==> src/pkg/del_pkg.sv <==
package del_pkg;
  // Error codes run from one upward; bit k of a fault vector is code k+1.
  localparam int NUM_CODES = 12;
  localparam int CODE_W = 4;
  localparam logic [3:0] CODE_MOTOR_TEMP = 4'h1;
  localparam logic [3:0] CODE_OVERCURRENT = 4'h7;
  localparam logic [3:0] CODE_INTERNAL = 4'ha;
  localparam logic [3:0] CODE_FIELDBUS = 4'hc;
  localparam int IDX_INTERNAL = 9;
  localparam int IDX_FIELDBUS = 11;
  // Clock rate and the slow display tick.
  localparam int CLK_HZ = 50_000_000;
  localparam int TICK_MS = 10;
  localparam int TICK_CYC = CLK_HZ / 1000 * TICK_MS;
  // Blink timing in milliseconds and its count in display ticks.
  localparam int PULSE_ON_MS = 200;
  localparam int PULSE_GAP_MS = 200;
  localparam int BURST_PAUSE_MS = 1200;
  localparam int GREEN_HALF_MS = 500;
  localparam int TMR_W = 8;
  localparam logic [7:0] PULSE_ON_TK = 8'(PULSE_ON_MS / TICK_MS);
  localparam logic [7:0] PULSE_GAP_TK = 8'(PULSE_GAP_MS / TICK_MS);
  localparam logic [7:0] BURST_PAUSE_TK = 8'(BURST_PAUSE_MS / TICK_MS);
  localparam logic [7:0] GREEN_HALF_TK = 8'(GREEN_HALF_MS / TICK_MS);
  // Recovery sequencer states.
  typedef enum logic [2:0] {
    DEL_RUN, DEL_ERR, DEL_WAIT_ON1, DEL_WAIT_OFF, DEL_WAIT_ON2
  } del_state_t;
  // Red blink code phases.
  typedef enum logic [1:0] {
    DEL_B_IDLE, DEL_B_ON, DEL_B_GAP, DEL_B_PAUSE
  } del_blink_t;
  // Everything the drive shows to the outside, registered together.
  typedef struct packed {
    logic led_green;
    logic led_red;
    logic ready_relay;
    logic power_stage_en;
    logic controller_en;
    logic [3:0] code;
  } del_status_t;
endpackage : del_pkg

==> src/logic/del_drive_error_latch.sv <==
// Notes on behaviour
// - Ready but not enabled: green blinks, red dark.
// - Ready and enabled: green steady, red dark.
// - Error latched: green off, red shows code.
// - Faults stay latched after cause vanishes.
// - Any latched error switches power stage off.
// - Red pulses per burst equal error code.
// - Only highest priority error is shown.
// - Recovery needs cause gone, then enable toggling.
// - First off-on after fault keeps drive disabled.
// - Next enable off clears error, relay on.
// - Second off-on transition enables the drive.
// - Power cycle clears the latched errors.
// - Internal error code cleared only by power.
// - Codes one to twelve with fixed meanings.
// - Bus fault latches the fieldbus error code.
module del_drive_error_latch
#(
  parameter int TICK_CYCLES = del_pkg::TICK_CYC,
  parameter bit LOW_CODE_FIRST = 1'b1
) (
  // Clock and power-on reset.
  input wire logic core_clk,
  input wire logic rst,
  // Enable pin and power stage readiness.
  input wire logic drive_enable_input,
  input wire logic stage_ready,
  // Fault detectors, bit k reports code k+1, and the bus fault.
  input wire logic [del_pkg::NUM_CODES-1:0] fault_cause,
  input wire logic can_bus_fault,
  // Indicators, relay and power stage controls.
  output del_pkg::del_status_t status_reg
);
  import del_pkg::*;
  // A tick counter of this width must hold TICK_CYCLES - 1.
  localparam int DIV_W = $clog2(TICK_CYCLES + 1);
  if (TICK_CYCLES < 2) begin : g_bad_tick
    $error("TICK_CYCLES must be at least two");
  end
  if (BURST_PAUSE_TK <= PULSE_GAP_TK) begin : g_bad_pause
    $error("Burst pause must exceed the pulse gap");
  end
  // Enable synchroniser stages and the debounced level.
  logic en_s1_reg, en_s2_reg, en_s3_reg, en_level_reg, en_level_next;
  // Divider producing a one-cycle display tick.
  logic [DIV_W-1:0] div_reg, div_next;
  logic tick_reg, tick_next;
  // Sticky error latches, the merged fault vector and the recovery state.
  logic [NUM_CODES-1:0] latch_reg, latch_next, fault_vec;
  del_state_t state_reg, state_next;
  // Blink code sequencer and green blink timers.
  del_blink_t bstate_reg, bstate_next;
  logic [TMR_W-1:0] btmr_reg, btmr_next, gtmr_reg, gtmr_next;
  logic [CODE_W-1:0] bcnt_reg, bcnt_next, top_code;
  logic gphase_reg, gphase_next;
  del_status_t status_next;
  // Combinational helpers.
  logic cause_any, en_rise, en_fall, clear_evt, err_now;
  // The enable pin is asynchronous; only stages two and three are compared.
  always_ff @(posedge core_clk or posedge rst) begin
    if (rst) begin
      en_s1_reg <= 1'b0;
      en_s2_reg <= 1'b0;
      en_s3_reg <= 1'b0;
    end else begin
      en_s1_reg <= drive_enable_input;
      en_s2_reg <= en_s1_reg;
      en_s3_reg <= en_s2_reg;
    end
  end
  // A change of the enable level counts once stages two and three agree.
  always_comb begin
    en_level_next = en_level_reg;
    if (en_s2_reg == en_s3_reg) begin
      en_level_next = en_s3_reg;
    end
    en_rise = en_level_next & ~en_level_reg;
    en_fall = ~en_level_next & en_level_reg;
  end
  // Display tick divider.
  always_comb begin
    div_next = div_reg + DIV_W'(1);
    tick_next = 1'b0;
    if (div_reg == DIV_W'(TICK_CYCLES - 1)) begin
      div_next = '0;
      tick_next = 1'b1;
    end
  end
  // The bus fault joins the fieldbus detector.
  always_comb begin
    fault_vec = fault_cause;
    fault_vec[IDX_FIELDBUS] = fault_cause[IDX_FIELDBUS] | can_bus_fault;
    cause_any = |fault_vec;
  end
  // Latches and recovery sequence.
  always_comb begin
    state_next = state_reg;
    clear_evt = 1'b0;
    case (state_reg)
      DEL_RUN: state_next = DEL_RUN;
      DEL_ERR: begin
        // Counting starts only with the cause gone and enable off.
        if (!cause_any && !en_level_reg && !latch_reg[IDX_INTERNAL]) begin
          state_next = DEL_WAIT_ON1;
        end
      end
      DEL_WAIT_ON1: begin
        if (cause_any) begin
          state_next = DEL_ERR;
        end else if (en_rise) begin
          state_next = DEL_WAIT_OFF;
        end
      end
      DEL_WAIT_OFF: begin
        if (cause_any) begin
          state_next = DEL_ERR;
        end else if (en_fall) begin
          clear_evt = 1'b1;
          state_next = DEL_WAIT_ON2;
        end
      end
      DEL_WAIT_ON2: begin
        if (en_rise) begin
          state_next = DEL_RUN;
        end
      end
      default: begin
        state_next = DEL_ERR;
      end
    endcase
    // A fault arriving with the clear still latches; internal error stays.
    latch_next = latch_reg | fault_vec;
    if (clear_evt) begin
      latch_next = (latch_reg & (NUM_CODES'(1) << IDX_INTERNAL))
                   | fault_vec;
    end
    err_now = |latch_next;
    if (cause_any) begin
      state_next = DEL_ERR;
    end
  end
  // Priority encoder: lower code wins unless the parameter flips it.
  always_comb begin
    top_code = '0;
    for (int k = 0; k < NUM_CODES; k++) begin
      if (latch_next[k] && (!LOW_CODE_FIRST || top_code == '0)) begin
        top_code = CODE_W'(k + 1);
      end
    end
  end
  // Red burst sequencer: code pulses, gaps, then a long dark pause.
  always_comb begin
    bstate_next = bstate_reg;
    btmr_next = btmr_reg;
    bcnt_next = bcnt_reg;
    if (!err_now) begin
      bstate_next = DEL_B_IDLE;
    end else if (bstate_reg == DEL_B_IDLE) begin
      bstate_next = DEL_B_ON;
      btmr_next = PULSE_ON_TK;
      bcnt_next = top_code;
    end else if (tick_reg) begin
      btmr_next = btmr_reg - TMR_W'(1);
      if (btmr_reg <= TMR_W'(1)) begin
        case (bstate_reg)
          DEL_B_ON: begin
            bstate_next = DEL_B_GAP;
            btmr_next = PULSE_GAP_TK;
            bcnt_next = bcnt_reg - CODE_W'(1);
          end
          DEL_B_GAP: begin
            if (bcnt_reg == '0) begin
              bstate_next = DEL_B_PAUSE;
              btmr_next = BURST_PAUSE_TK;
            end else begin
              bstate_next = DEL_B_ON;
              btmr_next = PULSE_ON_TK;
            end
          end
          default: begin
            // A new burst picks up the code currently on top.
            bstate_next = DEL_B_ON;
            btmr_next = PULSE_ON_TK;
            bcnt_next = top_code;
          end
        endcase
      end
    end
  end
  // Green blinking runs freely; it is only shown while ready and idle.
  always_comb begin
    gtmr_next = gtmr_reg;
    gphase_next = gphase_reg;
    if (tick_reg) begin
      gtmr_next = gtmr_reg - TMR_W'(1);
      if (gtmr_reg <= TMR_W'(1)) begin
        gtmr_next = GREEN_HALF_TK;
        gphase_next = ~gphase_reg;
      end
    end
  end
  // Outputs are computed from next state so a fault drops power at once.
  always_comb begin
    status_next.power_stage_en = (state_next == DEL_RUN) & en_level_next
                                 & stage_ready & ~err_now;
    status_next.controller_en = status_next.power_stage_en;
    status_next.ready_relay = ~err_now;
    status_next.led_red = err_now & (bstate_next == DEL_B_ON);
    status_next.code = err_now ? top_code : '0;
    if (err_now) begin
      status_next.led_green = 1'b0;
    end else if (status_next.power_stage_en) begin
      status_next.led_green = 1'b1;
    end else begin
      status_next.led_green = stage_ready & gphase_reg;
    end
  end
  // All state registers but the enable synchroniser; reset models the mains power cycle.
  always_ff @(posedge core_clk or posedge rst) begin
    if (rst) begin
      en_level_reg <= 1'b0;
      div_reg <= '0;
      tick_reg <= 1'b0;
      latch_reg <= '0;
      state_reg <= DEL_RUN;
      bstate_reg <= DEL_B_IDLE;
      btmr_reg <= '0;
      bcnt_reg <= '0;
      gtmr_reg <= GREEN_HALF_TK;
      gphase_reg <= 1'b0;
      status_reg <= '0;
    end else begin
      en_level_reg <= en_level_next;
      div_reg <= div_next;
      tick_reg <= tick_next;
      latch_reg <= latch_next;
      state_reg <= state_next;
      bstate_reg <= bstate_next;
      btmr_reg <= btmr_next;
      bcnt_reg <= bcnt_next;
      gtmr_reg <= gtmr_next;
      gphase_reg <= gphase_next;
      status_reg <= status_next;
    end
  end
endmodule : del_drive_error_latch

==> config.mk <==
export PLATFORM = sky130hd
export DESIGN_NAME = del_drive_error_latch
export DESIGN_NICKNAME = d
export VERILOG_FILES = /design/src/pkg/del_pkg.sv /design/src/logic/del_drive_error_latch.sv
export SDC_FILE = /design/constraint.sdc
export NUM_CORES = 1
export LEC_CHECK = 0
export BUFFER_PORTS_ARGS = -buffer_cell sky130_fd_sc_hd__buf_2
export CAP_MARGIN = 15
export CORE_AREA = 2 2 98 100
export DETAILED_ROUTE_END_ITERATION = 7
export DIE_AREA = 0 0 100 102
export MAX_ROUTING_LAYER = met4
export PLACE_DENSITY = 0.62
export SYNTH_ARGS = -nofsm -noshare
export SYNTH_HDL_FRONTEND = slang
export SYNTH_SLANG_ARGS = --single-unit
==> constraint.sdc <==
create_clock -name core_clk -period 3.13 [get_ports core_clk]
set_input_delay 0.4695 -clock core_clk [delete_from_list [all_inputs] [get_ports core_clk]]
set_output_delay 0.4695 -clock core_clk [all_outputs]
set_load 0.05 [all_outputs]
==> run metrics, run 1 <==
outcome finished, final reports clean; max_cap viols 0; Die Ht 102 µm; Final nets 432; CTS tree done; Netlist Area Pre-Place 0.00359 mm²; syn_nets 401; post-CTS setup buffers 0; synth top area cells dfrtp_1 (47%), nor2_1 (5.1%), ha_1 (3.5%), nand2_1 (3.4%), xnor2_1 (3.2%); GP Congestion 0.891; first-pass GRT wire length 12,200 µm; CTS Buf Count 9; clock sink count 70; fmax 379 MHz; final setup fails 0; WL final 6970 µm; Die Footprint 0.0102 mm²; post_cts resized 0; worst vdd ir 0.243 mV; setup TNS 0 ps; Static Leakage 1.68 nW; clk buf depth 2; data arrival time of the critical path 2850 ps; DRT met1 WL 3410 µm; clock-pin slew on the worst setup and hold paths 80 ps; max reg flops 19; Tightest Pin Transition 693 ps; Root Driver clkbuf_8; top-count cell post-synth dfrtp_1; Yosys reg bits 70; met2 WL post-DR 3150 µm; IO buf count 25; Critical Path RT 3340 ps; final hold violations 0; met3 wire len 288 µm; uppermost layer routed met4; Antenna Cells 0; row cnt 35; hpwl dp 5090 µm; Slew HR 53.8%; Logic pwr share 2.6%; Psw 0.000414 W; Residual DRC 0; CP Max Fanout 4; clock skew 7.77 ps; GR Overflow Total 0; Post-Synthesis Cells 374; top cells by count, synth dfrtp_1 (67), nor2_1 (49), nand2_1 (33), o21ai_0 (21), inv_1 (20); Core ar. 0.00911 mm²; Final Cycle Share 84.3%; Area Overhead vs Synth 13.0%; layout cell share with drive strength beyond 1 15.6%; fillcell total 889; Clk Latency, worst-skew pair 350 ps; Worst Setup Start Kind flip-flop; Sw Share 23.1%; RSZ-0062 raised after global routing false; die extent in x 100 µm; Period minus WS final 2640 ps; Async S/R FF share, synth 100%; Tot Pwr 0.00179 W; Post-synth top flop dfrtp_1; Pwr Density 441 mW/mm²; WL/cell 13.4 µm; Mean Syn Cell Area 9.61 µm²; sequential fraction of the synthesis area 48.9%; Final Max Tran Viols 0; total number of vias 2,786; internal power 0.00138 W; antenna-violating nets left 0; Initial Util 39.5%; clock power share 46.5%; vias in the first global route 2,671; Ys Warns 0; DRC marker count from the first detailed-route iteration 88; initial antenna violation count 0; Initial DRT Pass Iterations 4; Hold Buf Count CTS 0; worst min path class input pin to asynchronous set/reset pin; Synth cell types 59; Setup crit end kind flip-flop; io pins 26; Overall Global Routing Usage 15.3%; kind of critical path flip-flop to flip-flop; EDFF count, synth 0; Via density 5.35; pin count of the biggest net entering global routing 35; Synth area leader dfrtp_1; sequential share of power 50.9%; share of the synthesized area in the top cell type 46.7%; htree depth 3
-- per-layer routing --
metal  vias up  GRT usage (%)
met2        57           24.0
met1      1319           19.5
li1       1400              -
met3        10           3.83
met4         0           5.27
met5         -              -
-- cell type report --
class                      count  area (µm²)  area share, %
clock inverter                 7         103           2.53
tap                          111         139           3.42
sequential                    70        1760           43.2
inverter                      20        75.1           1.85
clock buffer                   9         124           3.05
timing repair buffer          29         155           3.82
multi-input combinational    275        1710           42.1
-- metrics by stage --
step	hold WS [ps]	cell area, µm²	setup WS (ps)	cells	util, %
2_1_floorplan	331	3590	715	374	-
3_3_place_gp	334	3830	442	505	42.1
3_5_place_dp	336	3830	374	505	42.1
4_1_cts	206	4060	518	521	44.6
5_1_grt	208	4060	243	521	44.6
6_report	216	4060	491	521	44.6
-- cells in the final DEF, fill, tap and decap left out, drive strengths merged, types with 4 or more instances in the layout --
cell and n:
dfrtp 67, nor2 50, nand2 33, buf 29, inv 23, o21ai 21
a21oi 20, a21o 14, nor3 14, nand3 14, xnor2 13, ha 10
nor4 10, clkbuf 9, nand2b 6, nand4 5, xor2 5, or4 4
o31ai 4, and3 4, or3 4, nor3b 4, or2 4
-- worst max-delay path: stages (launching register included) --
cell	delay, ps
dfrtp_1	400
or4_1	560
or3_1	380
a2111oi_1	520
a211oi_2	180
a41oi_1	310
o211ai_1	150
-- power by group through the flow --
stage	clock (W)	sequential, W	combinational, W
global placement	0	0.000930	0.0000475
finish	0.000834	0.000912	0.0000460
global route	0.000889	0.000913	0.0000532
floorplan	0	0.000929	0.0000213
CTS	0.000861	0.000912	0.0000475
detailed placement	0	0.000930	0.0000474
-- path summary, 6_finish.rpt --
path / end / startpoint / cells past startpoint / slack [ps]
worst max-delay path: bcnt_reg[2]$_DFFE_PP0P_ / latch_reg[2]$_DFF_PP0_ / 6 / 490
worst min-delay path: div_reg[2]$_DFF_PP0_ / rst / 2 / 220
worst max register to register: bcnt_reg[2]$_DFFE_PP0P_ / latch_reg[2]$_DFF_PP0_ / 6 / 490
worst min register to register: en_s2_reg$_DFF_PP0_ / en_s1_reg$_DFF_PP0_ / 0 / 350
max in group asynchronous: div_reg[14]$_DFF_PP0_ / rst / 3 / 2140
min in group core_clk: en_s1_reg$_DFF_PP0_ / drive_enable_input / 1 / 230
-- cells by family (layout without fill, tap and decap cells) --
logic type      Yosys count  after routing  synth area share, %
compound gates           84             84                 16.2
xor+xnor                 18             18                 4.39
fa+ha+maj                10             10                 3.48
buf+inv                  29             65                 3.55
flops                    70             70                 48.9
mux                       2              2                0.557
simple gates            161            161                 23.0
Note: power is estimated with default switching activity, not from simulation.
==> inputs of run 2 (changes only) <==
- PLACE_DENSITY: 0.62 -> 0.64
- clock period: 3.13 -> 2.4 ns (I/O delays scaled with it)
==> run 2 against run 1 <==
  * Clock skew decreased by 3.9 ps
  * Sequential share of layout area shrank 4.1 points
  * First-iteration DRC count up 58%
  * Register-to-register slack worse by 470 ps
  * Critical endpoint is now bcnt_reg[0]$_DFFE_PP0P_
==> run metrics, run 2 (synthesis gave the netlist of run 1 again) <==
layout cell share with drive strength beyond 1 25.0% (was 15.6%); CP Buf/Inv Count 1 (was 0); worst min path class input pin to asynchronous set/reset pin (unchanged); GP Congestion 0.887 (was 0.891); Area Overhead vs Synth 24.8% (was 13.0%); non-filler cells, final 563 (was 521); first-pass GRT wire length 12,900 µm (was 12,200 µm); leading cell type in the layout, fill and taps excluded dfrtp_1 (unchanged); GR Overflow Total 0 (unchanged); reg-to-reg critical path endpoint bcnt_reg[0]$_DFFE_PP0P_ (was bcnt_reg[2]$_DFFE_PP0P_); RSZ-0062 raised after global routing true (was false); worst vdd ir 0.306 mV (was 0.243 mV); Hold Buf Count CTS 0 (unchanged); Residual DRC 0 (unchanged); Die Ht 102 µm (unchanged); sequential share of power 50.6% (was 50.9%); Clk Latency, worst-skew pair 350 ps (about the same); DRC marker count from the first detailed-route iteration 139 (was 88); fmax 420 MHz (was 379 MHz); crit-path cells or4_4 -> or3_4 -> a2111oi_4 -> a211oi_4 -> buf_4 -> a41o_1 -> mux2i_1 (was or4_1 -> or3_1 -> a2111oi_1 -> a211oi_2 -> a41oi_1 -> o211ai_1); Final Max Tran Viols 0 (unchanged); Critical Path RT 2670 ps (was 3340 ps); Period minus WS final 2380 ps (was 2640 ps); max_cap viols 0 (unchanged); Logic pwr share 3.8% (was 2.6%); Die Footprint 0.0102 mm² (unchanged); cell family with most CP delay simple AND/OR/NAND/NOR gates (was compound AO/OA/AOI/OAI gates); Pwr Density 522 mW/mm² (was 441 mW/mm²); WL final 7500 µm (was 6970 µm); final setup fails 0 (unchanged); Via density 5.21 (was 5.35); most frequent cells in the layout dfrtp_1 (67), nor2_1 (49), buf_4 (43), nand2_1 (33), buf_2 (25) (was dfrtp_1 (67), nor2_1 (49), nand2_1 (33), buf_2 (25), o21ai_0 (21)); hpwl dp 5350 µm (was 5090 µm); final hold violations 0 (unchanged); final instance area 0.00449 mm² (was 0.00406 mm²); clk buf depth 2 (unchanged); Overall Global Routing Usage 16.3% (was 15.3%); io pins 26 (unchanged); clock power share 45.6% (was 46.5%); clock skew 3.91 ps (was 7.77 ps); Tightest Pin Transition 538 ps (was 693 ps); data arrival time of the critical path 2650 ps (was 2850 ps); internal power 0.00183 W (was 0.00138 W); Final nets 474 (was 432); Worst Setup Start Kind flip-flop (unchanged); outcome finished, final reports clean (unchanged); Slew HR 63.7% (was 53.8%); Setup crit end kind flip-flop (unchanged); Initial DRT Pass Iterations 4 (unchanged); vias in the first global route 2,844 (was 2,671); CP Max Fanout 3 (was 4); Worst path slowest cell or4_4 (was or4_1); fillcell total 849 (was 889); Sw Share 21.8% (was 23.1%); Worst Setup SP latch_reg[2]$_DFF_PP0_ (unchanged); Worst path max stage delay 530 ps (was 560 ps); Initial Util 39.5% (unchanged); IO buf count 25 (unchanged); Psw 0.000510 W (was 0.000414 W); Root Driver clkbuf_8 (unchanged); dpl cell area 0.00415 mm² (was 0.00383 mm²); pin count of the biggest net entering global routing 71 (was 35); reg2reg path depth 7 (was 6); Antenna Cells 0 (unchanged); kind of critical path flip-flop to flip-flop (unchanged); antenna-violating nets left 0 (unchanged); die extent in x 100 µm (unchanged); Core ar. 0.00911 mm² (unchanged); total number of vias 2,933 (was 2,786); WL/cell 13.3 µm (was 13.4 µm); setup TNS 0 ps (unchanged); CTS tree done (unchanged); row cnt 35 (unchanged); clock-pin slew on the worst setup and hold paths 80 ps (about the same); Cells after DPL 543 (was 505); clock sink count 70 (unchanged); CTS Buf Count 9 (unchanged); initial antenna violation count 0 (unchanged); Static Leakage 1.88 nW (was 1.68 nW); htree depth 3 (unchanged); worst r2r src latch_reg[2]$_DFF_PP0_ (unchanged); max reg flops 19 (unchanged); R2R Setup Slk 20 ps (was 490 ps); Final Cycle Share 99.2% (was 84.3%)
-- run 2: final cells by class --
class	count	area (µm²)	area share, %
multi-input cells	275	1800	40.1
well taps	111	139	3.10
repair buffers	71	495	11.0
clock buffers	11	141	3.15
inverters	20	75.1	1.67
flip-flops and latches	70	1760	39.1
clock inverters	5	82.6	1.84
-- run 2: layer usage --
layer	track usage (%)	vias up	share of wire, %
met4	5.80	0	1.2
met3	3.63	10	3.6
met2	25.7	54	48
met5	-	-	0
li1	-	1490	-
met1	20.8	1379	47
-- run 2: worst register-to-register path, stage by stage, from the launching register on --
cell	delay, ps
dfrtp_1	400
or4_4	530
or3_4	350
a2111oi_4	430
a211oi_4	130
buf_4	160
a41o_1	170
mux2i_1	140
-- run 2: how the worst max path moves through the flow --
stage / cells after the start / to / slack [ps]
global placement: 7 / bcnt_reg[2]$_DFFE_PP0P_ / -170
global route: 8 / bcnt_reg[0]$_DFFE_PP0P_ / -90
CTS: 7 / bcnt_reg[0]$_DFFE_PP0P_ / 1
floorplan: 6 / bcnt_reg[2]$_DFFE_PP0P_ / 80
detailed placement: 7 / bcnt_reg[3]$_DFFE_PP0P_ / -270
finish: 7 / bcnt_reg[0]$_DFFE_PP0P_ / 20
-- run 2: repair_timing --
action / 4_1_cts / 5_1_grt
gates resized for setup: 7 / 7
setup endpoints to repair: 5 / 12
buffers inserted: 0 / 4
pin swaps: 2 / 11
hold endpoints to repair: 0 / 0
-- run 2: power groups by stage --
| stage | logic [W] | registers [W] | clock network [W] |
|---|---|---|---|
| 2_1_floorplan | 0.0000277 | 0.00121 | 0 |
| 3_3_place_gp | 0.0000864 | 0.00121 | 0 |
| 3_5_place_dp | 0.0000875 | 0.00121 | 0 |
| 4_1_cts | 0.0000894 | 0.00119 | 0.00110 |
| 5_1_grt | 0.0000993 | 0.00119 | 0.00114 |
| 6_report | 0.0000883 | 0.00119 | 0.00107 |
-- run 2: stage by stage --
stage / hold WS [ps] / setup WS, ps / power, W / util, %
global placement: 337 / -172 / 0.00129 / 45.5
detailed placement: 349 / -271 / 0.00130 / 45.5
global route: 102 / -91.8 / 0.00243 / 49.2
finish: 82.1 / 18.0 / 0.00234 / 49.2
CTS: 95.9 / 1.45 / 0.00237 / 48.5
floorplan: 331 / 76.7 / 0.00124 / -
==> inputs of run 3 (changes only) <==
- BUFFER_PORTS_ARGS: -buffer_cell sky130_fd_sc_hd__buf_2 -> -buffer_cell sky130_fd_sc_hd__clkbuf_2
- REMOVE_ABC_BUFFERS: default -> 1
==> run 3 against run 2 <==
  * Combinational power grew 7.7%
  * Global-route usage up 0.20 points
  * Register-to-register slack hardly changed
==> run metrics, run 3 (synthesis gave the netlist of run 1 again) <==
Placement Setup Slack -292 ps (was -271 ps); Hold WS 81.0 ps (was 82.1 ps); vias in the first global route 2,939 (was 2,844); WL/cell 13.6 µm (was 13.3 µm); final setup fails 0 (unchanged); worst vdd ir 0.320 mV (was 0.306 mV); Initial DRT Pass Iterations 4 (unchanged); clk buf depth 2 (unchanged); CTS tree done (unchanged); Period minus WS final 2390 ps (was 2380 ps); RSZ-0062 raised after global routing true (unchanged); Slew HR 57.8% (was 63.7%); Static Leakage 1.88 nW (about the same); io pins 26 (unchanged); pin count of the biggest net entering global routing 34 (was 71); max reg flops 19 (unchanged); max_cap viols 0 (unchanged); DRC marker count from the first detailed-route iteration 130 (was 139); Critical Path RT 2660 ps (was 2670 ps); Antenna Cells 0 (unchanged); WL final 7620 µm (was 7500 µm); IO buf count 25 (unchanged); Worst Setup Start Kind flip-flop (unchanged); Area Overhead vs Synth 25.3% (was 24.8%); setup ws final 11.4 ps (was 18.0 ps); htree depth 3 (unchanged); Worst path slowest cell or4_4 (unchanged); Die Footprint 0.0102 mm² (unchanged); outcome finished, final reports clean (unchanged); Final nets 473 (was 474); Final Cycle Share 99.5% (was 99.2%); antenna-violating nets left 0 (unchanged); CP Buf/Inv Count 1 (unchanged); Worst path max stage delay 530 ps (about the same); Core ar. 0.00911 mm² (unchanged); DRT met1 WL 3780 µm (was 3560 µm); Pwr Density 516 mW/mm² (was 522 mW/mm²); row cnt 35 (unchanged); fmax 419 MHz (was 420 MHz); CTS Buf Count 9 (unchanged); Die Ht 102 µm (unchanged); total number of vias 2,962 (was 2,933); uppermost layer routed met4 (unchanged); layout cell share with drive strength beyond 1 25.7% (was 25.0%); die extent in x 100 µm (unchanged); initial antenna violation count 0 (unchanged); Setup crit end kind flip-flop (unchanged); clock-pin slew on the worst setup and hold paths 80 ps (about the same); R2R Setup Slk 10 ps (was 20 ps); first-pass GRT wire length 13,100 µm (was 12,900 µm); clock skew 10.6 ps (was 3.91 ps); most frequent cells in the layout dfrtp_1 (67), nor2_1 (49), buf_4 (42), nand2_1 (33), clkbuf_2 (25) (was dfrtp_1 (67), nor2_1 (49), buf_4 (43), nand2_1 (33), buf_2 (25)); clock sink count 70 (unchanged); final hold violations 0 (unchanged); met3 wire len 245 µm (was 272 µm); crit-path cells or4_4 -> or3_4 -> a2111oi_4 -> a211oi_4 -> buf_4 -> a41o_1 -> mux2i_1 (unchanged); Via density 5.27 (was 5.21); kind of critical path flip-flop to flip-flop (unchanged); data arrival time of the critical path 2650 ps (about the same); Tightest Pin Transition 631 ps (was 538 ps); Overall Global Routing Usage 16.5% (was 16.3%); met2 WL post-DR 3500 µm (was 3570 µm); CP Max Fanout 4 (was 3); GP Congestion 0.873 (was 0.887); Initial Util 39.5% (unchanged); Final Max Tran Viols 0 (unchanged); Cells after DPL 544 (was 543); worst min path class input pin to asynchronous set/reset pin (unchanged); GR Overflow Total 0 (unchanged); Clk Latency, worst-skew pair 340 ps (was 350 ps); leading cell type in the layout, fill and taps excluded dfrtp_1 (unchanged); Root Driver clkbuf_8 (unchanged); Residual DRC 0 (unchanged); cell family with most CP delay simple AND/OR/NAND/NOR gates (unchanged); non-filler cells, final 562 (was 563); hpwl dp 5570 µm (was 5350 µm)
==> run 3: path summary, 6_finish.rpt <==
kind / end / cells after the start / start
setup reg to reg: bcnt_reg[0]$_DFFE_PP0P_ / 7 / latch_reg[2]$_DFF_PP0_
min in group core_clk: en_s1_reg$_DFF_PP0_ / 1 / drive_enable_input
hold / removal: div_reg[9]$_DFF_PP0_ / 2 / rst
hold reg to reg: en_s2_reg$_DFF_PP0_ / 0 / en_s1_reg$_DFF_PP0_
max in group asynchronous: bcnt_reg[1]$_DFFE_PP0P_ / 3 / rst
setup / recovery: bcnt_reg[0]$_DFFE_PP0P_ / 7 / latch_reg[2]$_DFF_PP0_
==> run 3: where the power goes <==
part | leakage, nW | switching, W | internal [W] | total [W]
Sequential | 0.833 | 0.00000226 | 0.00118 | 0.00119
Clock | 0.106 | 0.000455 | 0.000588 | 0.00104
Combinational | 0.944 | 0.0000579 | 0.0000373 | 0.0000951
==> run 3: per-layer routing <==
metal  vias up  global-route usage, %
met2        48                   26.5
met5         -                      -
li1       1491                      -
met3         6                   2.94
met4         0                   5.69
met1      1417                   21.3
==> run 3: stage by stage <==
stage	instance area, µm²	setup TNS, ps	utilization, %	total power (W)
2_1_floorplan	3540	0	-	0.00124
3_3_place_gp	4150	-864	45.6	0.00130
3_5_place_dp	4150	-1900	45.6	0.00130
4_1_cts	4440	0	48.7	0.00235
5_1_grt	4500	-44.3	49.4	0.00242
6_report	4500	0	49.4	0.00232
==> run 3: layout make-up <==
cell class,count,area (µm²)
clock buffers,9,124
clock inverters,7,97.6
fillers,844,4610
inverters,20,75.1
multi-input cells,276,1830
flip-flops and latches,70,1760
well taps,111,139
repair buffers,69,480
==> run 3: what timing repair did <==
| action | CTS | global route |
|---|---|---|
| setup endpoints to repair | 6 | 12 |
| buffers inserted | 0 | 1 |
| hold buffers | 0 | 0 |
| hold endpoints to repair | 0 | 0 |
| gates resized for setup | 8 | 9 |
| pin swaps | 3 | 9 |
| gates cloned | 0 | 1 |
